File: src/ppoc_pkg.sv
// package for the pwm pin output control block
`default_nettype none
package ppoc_pkg;
    // register byte addresses
    localparam logic [3:0]  ADDR_IOCON  = 4'h0;
    localparam logic [3:0]  ADDR_STATUS = 4'h4;
    localparam logic [15:0] IOCON_RESET = 16'h0000;
    // control field positions
    localparam int BIT_PENH    = 15;
    localparam int BIT_PENL    = 14;
    localparam int BIT_POLHI   = 13;
    localparam int BIT_POLL    = 12;
    localparam int BIT_OVRENH  = 9;
    localparam int BIT_OVRENL  = 8;
    localparam int BIT_OVRD1   = 7;
    localparam int BIT_OVRD0   = 6;
    localparam int BIT_FLTD1   = 5;
    localparam int BIT_FLTD0   = 4;
    localparam int BIT_CLD1    = 3;
    localparam int BIT_CLD0    = 2;
    localparam int BIT_SWAP    = 1;
    localparam int BIT_OVSYNC  = 0;
    localparam logic [1:0] RESP_OKAY   = 2'h0;
    localparam logic [1:0] RESP_SLVERR = 2'h2;

    typedef struct packed {
        logic       high;
        logic       low;
    } ppoc_pair_t;

    typedef struct packed {
        logic [15:0] iocon;
        logic [1:0]  ovr_live;
        ppoc_pair_t  pins;
        logic        aw_got;
        logic [3:0]  aw_addr;
        logic        w_got;
        logic [31:0] w_data;
        logic [3:0]  w_strb;
        logic        bvalid;
        logic [1:0]  bresp;
        logic        rvalid;
        logic [31:0] rdata;
        logic [1:0]  rresp;
    } ppoc_state_t;
endpackage : ppoc_pkg
`default_nettype wire

File: src/ppoc_top.sv
// pwm pin pair output stage with axi4-lite control register
`default_nettype none
// Contract
// - normal fault mode with current limit: high from limit bit 1, low from bit 0
// - independent fault mode ignores both current-limit state bits
// - swap set routes high signal to low pin and low signal to high pin
// - override sync set: override data changes applied on time base sync pulse
// - override sync clear: override data changes apply at next clock
// - limit and fault bits are active/inactive states, polarity decides levels
// - polarity bit 1 makes the pin active-low, 0 active-high
module ppoc_top
    import ppoc_pkg::*;
(
    // clock and reset
    input  wire logic        aclk,
    input  wire logic        aresetn,
    input  wire logic        clk_en,
    // axi4-lite slave
    input  wire logic [3:0]  s_axi_awaddr,
    input  wire logic        s_axi_awvalid,
    output logic             s_axi_awready,
    input  wire logic [31:0] s_axi_wdata,
    input  wire logic [3:0]  s_axi_wstrb,
    input  wire logic        s_axi_wvalid,
    output logic             s_axi_wready,
    output logic [1:0]       s_axi_bresp,
    output logic             s_axi_bvalid,
    input  wire logic        s_axi_bready,
    input  wire logic [3:0]  s_axi_araddr,
    input  wire logic        s_axi_arvalid,
    output logic             s_axi_arready,
    output logic [31:0]      s_axi_rdata,
    output logic [1:0]       s_axi_rresp,
    output logic             s_axi_rvalid,
    input  wire logic        s_axi_rready,
    // pwm generator and fault inputs
    input  wire logic        pwm_gen_high,
    input  wire logic        pwm_gen_low,
    input  wire logic        timebase_sync,
    input  wire logic        fault_active,
    input  wire logic        current_limit_active,
    input  wire logic        fault_mode_independent,
    // pins
    output logic             high_side_output,
    output logic             low_side_output,
    output logic             pwm_owns_high,
    output logic             pwm_owns_low
);
    ppoc_state_t st;
    ppoc_state_t next_st;

    function automatic logic [31:0] read_mux(input logic [3:0] a, input ppoc_state_t s);
        logic [31:0] v;
        v = 32'h0000_0000;
        if (a == ADDR_IOCON)
            v = {16'h0000, s.iocon};
        else if (a == ADDR_STATUS)
            v = {28'h000_0000, s.pins.high, s.pins.low, s.ovr_live};
        return v;
    endfunction : read_mux

    function automatic logic addr_ok(input logic [3:0] a);
        return (a == ADDR_IOCON) || (a == ADDR_STATUS);
    endfunction : addr_ok

    logic       wr_fire;
    logic [1:0] act;
    logic [1:0] lvl;

    always_comb begin
        next_st = st;
        s_axi_awready = !st.aw_got && !st.bvalid;
        s_axi_wready  = !st.w_got && !st.bvalid;
        s_axi_arready = !st.rvalid;
        if (s_axi_awvalid && s_axi_awready) begin
            next_st.aw_got  = 1'b1;
            next_st.aw_addr = s_axi_awaddr;
        end
        if (s_axi_wvalid && s_axi_wready) begin
            next_st.w_got  = 1'b1;
            next_st.w_data = s_axi_wdata;
            next_st.w_strb = s_axi_wstrb;
        end
        wr_fire = st.aw_got && st.w_got;
        if (wr_fire) begin
            next_st.aw_got = 1'b0;
            next_st.w_got  = 1'b0;
            next_st.bvalid = 1'b1;
            next_st.bresp  = addr_ok(st.aw_addr) ? RESP_OKAY : RESP_SLVERR;
            if (st.aw_addr == ADDR_IOCON) begin
                if (st.w_strb[0])
                    next_st.iocon[7:0] = st.w_data[7:0];
                if (st.w_strb[1])
                    next_st.iocon[15:8] = st.w_data[15:8];
            end
        end
        if (st.bvalid && s_axi_bready)
            next_st.bvalid = 1'b0;
        if (s_axi_arvalid && s_axi_arready) begin
            next_st.rvalid = 1'b1;
            next_st.rdata  = read_mux(s_axi_araddr, st);
            next_st.rresp  = addr_ok(s_axi_araddr) ? RESP_OKAY : RESP_SLVERR;
        end else if (st.rvalid && s_axi_rready) begin
            next_st.rvalid = 1'b0;
        end
        ////////////////////////////////////////////////////////////////////////////////
        // override data: live copy updated on sync or next clock
        if (!st.iocon[BIT_OVSYNC] || timebase_sync)
            next_st.ovr_live = st.iocon[BIT_OVRD1:BIT_OVRD0];
        // active state selection, override over fault over current limit
        act = {pwm_gen_high, pwm_gen_low};
        if (current_limit_active && !fault_mode_independent)
            act = st.iocon[BIT_CLD1:BIT_CLD0];
        if (fault_active)
            act = st.iocon[BIT_FLTD1:BIT_FLTD0];
        if (st.iocon[BIT_OVRENH])
            act[1] = st.ovr_live[1];
        if (st.iocon[BIT_OVRENL])
            act[0] = st.ovr_live[0];
        // polarity then swap
        lvl = act ^ {st.iocon[BIT_POLHI], st.iocon[BIT_POLL]};
        if (st.iocon[BIT_SWAP]) begin
            next_st.pins.high = lvl[0];
            next_st.pins.low  = lvl[1];
        end else begin
            next_st.pins.high = lvl[1];
            next_st.pins.low  = lvl[0];
        end
    end

    always_ff @(posedge aclk) begin
        if (!aresetn) begin
            st       <= '0;
            st.iocon <= IOCON_RESET;
        end else if (clk_en) begin
            st <= next_st;
        end
    end

    assign s_axi_bvalid     = st.bvalid;
    assign s_axi_bresp      = st.bresp;
    assign s_axi_rvalid     = st.rvalid;
    assign s_axi_rdata      = st.rdata;
    assign s_axi_rresp      = st.rresp;
    assign high_side_output = st.pins.high;
    assign low_side_output  = st.pins.low;
    assign pwm_owns_high    = st.iocon[BIT_PENH];
    assign pwm_owns_low     = st.iocon[BIT_PENL];

    ////////////////////////////////////////////////////////////////////////////////
    // checks
    property p_cl_normal;
        @(posedge aclk) disable iff (!aresetn)
        (clk_en && current_limit_active && !fault_mode_independent && !fault_active
         && !st.iocon[BIT_OVRENH] && !st.iocon[BIT_SWAP])
        |=> (high_side_output == ($past(st.iocon[BIT_CLD1]) ^ $past(st.iocon[BIT_POLHI])));
    endproperty
    a_cl_normal: assert property (p_cl_normal) else $error("limit state not on high pin");

    property p_cl_indep;
        @(posedge aclk) disable iff (!aresetn)
        (clk_en && fault_mode_independent && !fault_active && st.iocon[BIT_OVRENH:BIT_OVRENL] == 2'b00
         && !st.iocon[BIT_SWAP] && !st.iocon[BIT_POLL])
        |=> (low_side_output == $past(pwm_gen_low));
    endproperty
    a_cl_indep: assert property (p_cl_indep) else $error("limit bits used in independent mode");

    property p_swap;
        @(posedge aclk) disable iff (!aresetn)
        (clk_en && st.iocon[BIT_SWAP] && st.iocon[BIT_OVRENH:BIT_OVRENL] == 2'b00
         && !fault_active && !current_limit_active && st.iocon[BIT_POLL] == 1'b0)
        |=> (high_side_output == $past(pwm_gen_low));
    endproperty
    a_swap: assert property (p_swap) else $error("swap routing wrong");

    property p_ovsync_hold;
        @(posedge aclk) disable iff (!aresetn)
        (clk_en && st.iocon[BIT_OVSYNC] && !timebase_sync) |=> $stable(st.ovr_live);
    endproperty
    a_ovsync_hold: assert property (p_ovsync_hold) else $error("override moved without sync");

    property p_ovsync_off;
        @(posedge aclk) disable iff (!aresetn)
        (clk_en && !st.iocon[BIT_OVSYNC])
        |=> (st.ovr_live == $past(st.iocon[BIT_OVRD1:BIT_OVRD0]));
    endproperty
    a_ovsync_off: assert property (p_ovsync_off) else $error("override not applied next clock");

    property p_fault;
        @(posedge aclk) disable iff (!aresetn)
        (clk_en && fault_active && !st.iocon[BIT_OVRENL] && !st.iocon[BIT_SWAP])
        |=> (low_side_output == ($past(st.iocon[BIT_FLTD0]) ^ $past(st.iocon[BIT_POLL])));
    endproperty
    a_fault: assert property (p_fault) else $error("fault state level wrong");

    property p_ovr_pol;
        @(posedge aclk) disable iff (!aresetn)
        (clk_en && st.iocon[BIT_OVRENH] && !st.iocon[BIT_SWAP])
        |=> (high_side_output == ($past(st.ovr_live[1]) ^ $past(st.iocon[BIT_POLHI])));
    endproperty
    a_ovr_pol: assert property (p_ovr_pol) else $error("override or polarity wrong");

    property p_bresp;
        @(posedge aclk) disable iff (!aresetn)
        (clk_en && st.aw_got && st.w_got) |=> s_axi_bvalid;
    endproperty
    a_bresp: assert property (p_bresp) else $error("write response missing");

    property p_cl_low;
        @(posedge aclk) disable iff (!aresetn)
        (clk_en && current_limit_active && !fault_mode_independent && !fault_active
         && !st.iocon[BIT_OVRENL] && !st.iocon[BIT_SWAP])
        |=> (low_side_output == ($past(st.iocon[BIT_CLD0]) ^ $past(st.iocon[BIT_POLL])));
    endproperty
    a_cl_low: assert property (p_cl_low) else $error("limit state not on low pin");

    // override data gets polarity first, then lands on the swapped pin
    property p_order;
        @(posedge aclk) disable iff (!aresetn)
        (clk_en && st.iocon[BIT_OVRENH] && st.iocon[BIT_SWAP])
        |=> (low_side_output == ($past(st.ovr_live[1]) ^ $past(st.iocon[BIT_POLHI])));
    endproperty
    a_order: assert property (p_order) else $error("override polarity swap order wrong");
endmodule : ppoc_top
`default_nettype wire

File: config.mk
export PLATFORM = sky130hd
export DESIGN_NAME = ppoc_top
export DESIGN_NICKNAME = d
export VERILOG_FILES = /design/src/ppoc_pkg.sv /design/src/ppoc_top.sv
export SDC_FILE = /design/constraint.sdc
export NUM_CORES = 1
export LEC_CHECK = 0
export ABC_AREA = 0
export BUFFER_PORTS_ARGS = -buffer_cell sky130_fd_sc_hd__buf_2
export CAP_MARGIN = 20
export CELL_PAD_IN_SITES_DETAIL_PLACEMENT = 1
export CELL_PAD_IN_SITES_GLOBAL_PLACEMENT = 1
export CORE_AREA = 2 2 106 82
export CTS_BUF_LIST = sky130_fd_sc_hd__clkbuf_8
export DETAILED_ROUTE_END_ITERATION = 10
export DIE_AREA = 0 0 108 84
export PLACE_DENSITY = 0.88
export SLEW_MARGIN = 20
export SYNTH_ARGS = -nofsm -noshare
export SYNTH_HDL_FRONTEND = slang
export SYNTH_SLANG_ARGS = --single-unit
File: constraint.sdc
create_clock -name aclk -period 1.95 [get_ports aclk]
set_clock_uncertainty 0.2 [all_clocks]
set_input_delay 0.0975 -clock aclk [delete_from_list [all_inputs] [get_ports aclk]]
set_output_delay 0.0975 -clock aclk [all_outputs]
set_load 0.01 [all_outputs]
Word-level counts from Yosys, hierarchy flattened
Cells that the tools add are included.
- register bits after elaboration: 100
- bits in latches: 0
- RAM bits: 0
- ROM bits: 0
- input port bits: 58
- output and inout port bits: 45
- word-level logic and storage cells: 70
- memories: 0
- $add $sub $neg: 0
- $mul: 0
- div/mod/pow operators: 0
- magnitude comparators: 0
- equal/unequal tests: 2
- shift-type cells: 0
- muxes and demuxes: 17
- bitwise gates (word level): 1
- reductions and logical operators: 35
- operator list (cell ; number):
    two-way mux 37 bit ; 1
    two-way mux 32 bit ; 1
    AND reduction 2 bit ; 9
    two-way mux 2 bit ; 5
    logical AND 1 bit ; 9
    == test 4 x 3 -> 1 bit (second input constant) ; 2
    logical NOT 4 bit ; 2
    AND reduction 4 bit ; 2
    nonzero test 2 bit ; 4
    two-way mux 1 bit ; 7
    logical NOT 1 bit ; 6
    two-way mux 5 bit ; 1
    two-way mux 4 bit ; 1
    logical OR 1 bit ; 3
    two-way mux 3 bit ; 1
    XOR 2 bit ; 1

Depth between registers and ports, before layout
- depth in word-level cells: 7
- mapped depth: 7

Worst setup path before layout
OpenSTA, ideal clock, no wires.
- path kind: reg2reg
- from: reg st, in the netlist s_axi_rvalid
- to: reg st, in the netlist s_axi_rdata[9]
- arrival: 1.314 ns
- required time: 1.688 ns
- slack: 0.375 ns
- cell stages (with the launch flop): 7
- clock period less this slack: 1.575 ns
- path through: dfxtp_1 nand3b_4 nor4_4 and2b_4 buf_8 a22oi_2 nor2b_2
- longest elaborated chain between the ends: 3
- RTL lines (item ; RTL line ; source):
    start, declared ; ppoc_top.sv:49 ; ppoc_state_t st;
    start signal, assigned ; ppoc_top.sv:136 ; st <= next_st;
    logical NOT 1 bit ; ppoc_top.sv:74 ; s_axi_arready = !st.rvalid;
    logical AND 1 bit ; ppoc_top.sv:99 ; if (s_axi_arvalid && s_axi_arready) begin
    AND reduction 2 bit (no source line) ; n/a ;
Every way passes these cells.
A chain may end at the register's enable or synchronous reset.

Worst setup path after layout
- from: reg st[75] in the netlist's numbering
- to: reg st[85] in the netlist's numbering
- longest elaborated chain between the ends: 2
- RTL lines (item ; RTL line ; source):
    logical NOT 4 bit ; ppoc_top.sv:90 ; if (st.aw_addr == ADDR_IOCON) begin
    AND reduction 4 bit (no source line) ; n/a ;
Every way passes these cells.

==> impl_metrics.csv <==
group,metric,value,unit
run_status,status,"finished clean",
place,routabilityCongestion,0.7811,
sta,rsz0062_at_grt,"false",
grt,grtUsageMet2,28.59,%
grt,use_met1,22.98,%
cells_and_area,n_antenna_cell,0,
clock_tree,numCtsBuffers,9,
logic_synthesis,yosysTopAreaCell,"dfxtp_1",
clock_tree,clk_transition_reported_paths,0.07,ns
floorplan,ioPinCount,103,
clock_tree,clock_path_buffers,2,
setup_path,setup.worst_path.start_class,"register",
setup_path,critical_path.max_fanout,8,
setup_path,cp-end-kind,"register",
grt,grt-ovfl-total,0,
logic_synthesis,synth_edf_count,0,
logic_synthesis,ys.flop_type,"dfxtp_1",
cells_and_area,nNetsFinal,448,
clock_tree,h-tree-depth,3,
logic_synthesis,syn-cell-area,2999,um^2
logic_synthesis,postSynthCellCount,310,
setup_path,path_class,"register to register",
clock_tree,cts_root_buf,"clkbuf_8",
sta,finalHoldViolations,0,
detailed_routing,drtIter0Drc,95,
detailed_routing,drt_pre_antenna_iters,4,
grt,grt_pass1_wl,12.33,mm
sta,clock.fmax,546.0,MHz
power,power_leakage,1.620,nW
job,maxCapViolCount,0,
cells_and_area,area_delta_synth_final,24.24,%
power,powerDensity,747.6,nW/um^2
grt,grt_antenna_before_repair,0,
detailed_routing,wire_per_inst,15.61,um
logic_synthesis,synth_area_leaders,"dfxtp_1, buf_4, mux2i_1",
setup_path,r2r-end,"st[85]$_SDFFE_PN0P_",
setup_path,r2r_cells,5,
floorplan,initial_core_util,36.74,%
setup_path,rrSetupSlack,0.12,ns
sta,hold_ws,0.02976,ns
detailed_routing,dr_total_vias,2333,
place,portBuffers,66,
floorplan,dieArea,9072,um^2
detailed_routing,ant_nets,0,
cells_and_area,layout-drive-gt1-share,30.28,%
power,ir_drop,0.0003808,V
grt,met3_usage,4.450,%
logic_synthesis,synth_top_area_share,42.72,%
sta,fin_tns_setup,0,ns
grt,grt_max_degree,41,
clock_tree,clock-sinks,64,
logic_synthesis,synth_cell_types,41,
setup_path,cp_data_arrival_time,1.86,ns
cells_and_area,design_area,3726,um^2
clock_tree,cts_tree,"yes",
power,total_power,2.786,mW
setup_path,critPathLaunch,"st[75]$_SDFFE_PN0P_",
clock_tree,worstSkewPairLatency,0.34,ns
logic_synthesis,async_flop_share,0,%
place,placed_area,3242,um^2
grt,grt.busiest_layer,"met2",
logic_synthesis,yosysSeqAreaShare,42.72,%
floorplan,die_x,108,um
detailed_routing,drcViolationCount,0,
detailed_routing,via_per_inst,4.657,
logic_synthesis,synth_most_common_cell,"dfxtp_1",
grt,first_global_vias,2377,
logic_synthesis,synth_commonest_cells,"dfxtp_1, nand2_1, buf_4",
logic_synthesis,yosys_warnings,0,
sta,setup_viol,0,
cells_and_area,n_fill_cell,966,
setup_path,endpoint,"st[85]$_SDFFE_PN0P_",
setup_path,worstPathRequired,1.97,ns
sta,final_max_slew_viol_count,0,
floorplan,rows,29,
setup_path,rr_startpoint,"st[75]$_SDFFE_PN0P_",
floorplan,dieHeight,84,um
logic_synthesis,ys_seq_elements,64,
place,dpl.hpwl,5.247,mm
logic_synthesis,avgSynthCellArea,9.675,um^2
min_path,hold_path.class,"input pin to register",
sta,fin_crit_sh,93.92,%
floorplan,core,8164,um^2
grt,track_usage,17.54,%
detailed_routing,drt_wl_total,7.822,mm
sta,fin_crit,1.831,ns
critical path, stage by stage (launching register included):
cell	delay (ns)
dfxtp_1	0.31
or3_1	0.40
nor3_2	0.24
nand2_2	0.24
mux2i_1	0.25
nor2b_1	0.07
metrics by stage:
| step | setup WS, ns | cells | utilization, % |
|---|---|---|---|
| 6_report | 0.1185 | 501 | 45.64 |
| 5_1_grt | 0.04474 | 501 | 45.64 |
| 4_1_cts | 0.09379 | 499 | 45.39 |
| 3_5_place_dp | 0.1649 | 458 | 39.71 |
| 3_3_place_gp | 0.2228 | 458 | 39.71 |
| 2_1_floorplan | 0.3745 | 327 | - |
cells in the final DEF, fill, tap and decap left out, types with 2 or more instances in the layout:
cell type / Yosys / routed
a311oi_1: 2 / 2
nand2b_1: 2 / 2
mux2i_1: 23 / 23
inv_1: 7 / 7
nor2_1: 4 / 4
mux2_2: 3 / 3
buf_4: 37 / 8
nand3_1: 3 / 3
buf_2: 4 / 66
conb_1: 1 / 18
a22oi_1: 6 / 6
dlygate4sd3_1: 0 / 29
a21boi_0: 19 / 19
o21ai_0: 6 / 6
nand2_1: 44 / 44
a22oi_2: 10 / 10
dfxtp_1: 64 / 64
nor2b_2: 10 / 10
nand2_2: 2 / 2
a21oi_1: 3 / 3
clkbuf_8: 0 / 11
nor2b_1: 31 / 31
how the worst min path moves through the flow:
stage | from | endpoint | slack, ns | depth (start not counted)
after floorplan | s_axi_wdata[9] | st[51]$_SDFFE_PN0P_ | 0.04 | 2
after global placement | s_axi_wdata[2] | st[44]$_SDFFE_PN0P_ | 0.15 | 3
after detailed placement | s_axi_wdata[0] | st[42]$_SDFFE_PN0P_ | 0.16 | 3
after CTS | aresetn | s_axi_bresp[1]$_SDFFE_PN0P_ | 0.005 | 2
after global routing | fault_active | low_side_output$_SDFFE_PN0P_ | 0.04 | 4
final | fault_active | low_side_output$_SDFFE_PN0P_ | 0.03 | 4
power breakdown:
part           internal, mW  switching [mW]  total (mW)
logic                 0.142           0.146       0.287
clock network         0.643           0.492        1.13
registers              1.34          0.0240        1.36
total                  2.12           0.661        2.79
registers in the layout (all words and copies together), names as in the netlist:
| name | count |
|---|---|
| s_axi_bresp | 1 |
| low_side_output | 1 |
| s_axi_bvalid | 1 |
| pwm_owns_low | 1 |
| s_axi_rvalid | 1 |
| pwm_owns_high | 1 |
| high_side_output | 1 |
| s_axi_rdata | 16 |
| st | 40 |
| s_axi_rresp | 1 |
per-layer routing:
layer | part of all wire [%] | vias up
met4 | 1.3 | 0
met3 | 4.1 | 12
li1 | - | 1144
met5 | 0 | -
met2 | 48 | 59
met1 | 47 | 1118
final cells by class:
cell class                 count  area, um^2  share of cell area, %
multi-input combinational    205        1409                  37.81
sequential                    64        1281                  34.39
timing repair buffer         103       680.7                  18.27
clock buffer                  11       151.4                  4.063
tap                          108       135.1                  3.627
clock inverter                 3       42.54                  1.142
inverter                       7       26.28                 0.7052
kinds of logic after synthesis:
logic type | synth area share (%)
buffers and inverters | 12.43
flip-flops | 42.72
XOR/XNOR | 0.2921
other | 0.1250
multiplexers | 9.303
AO/OA/AOI/OAI | 14.31
AND/OR/NAND/NOR | 20.82
timing repair:
| item | in CTS | in global routing |
|---|---|---|
| hold buffers | 27 | 3 |
| hold endpoints to repair | 25 | 2 |
| resized for setup | 0 | 0 |
| buffers inserted | 0 | 0 |
| endpoints found under the setup margin | 0 | 1 |
Power figures use the tool's default switching activity.
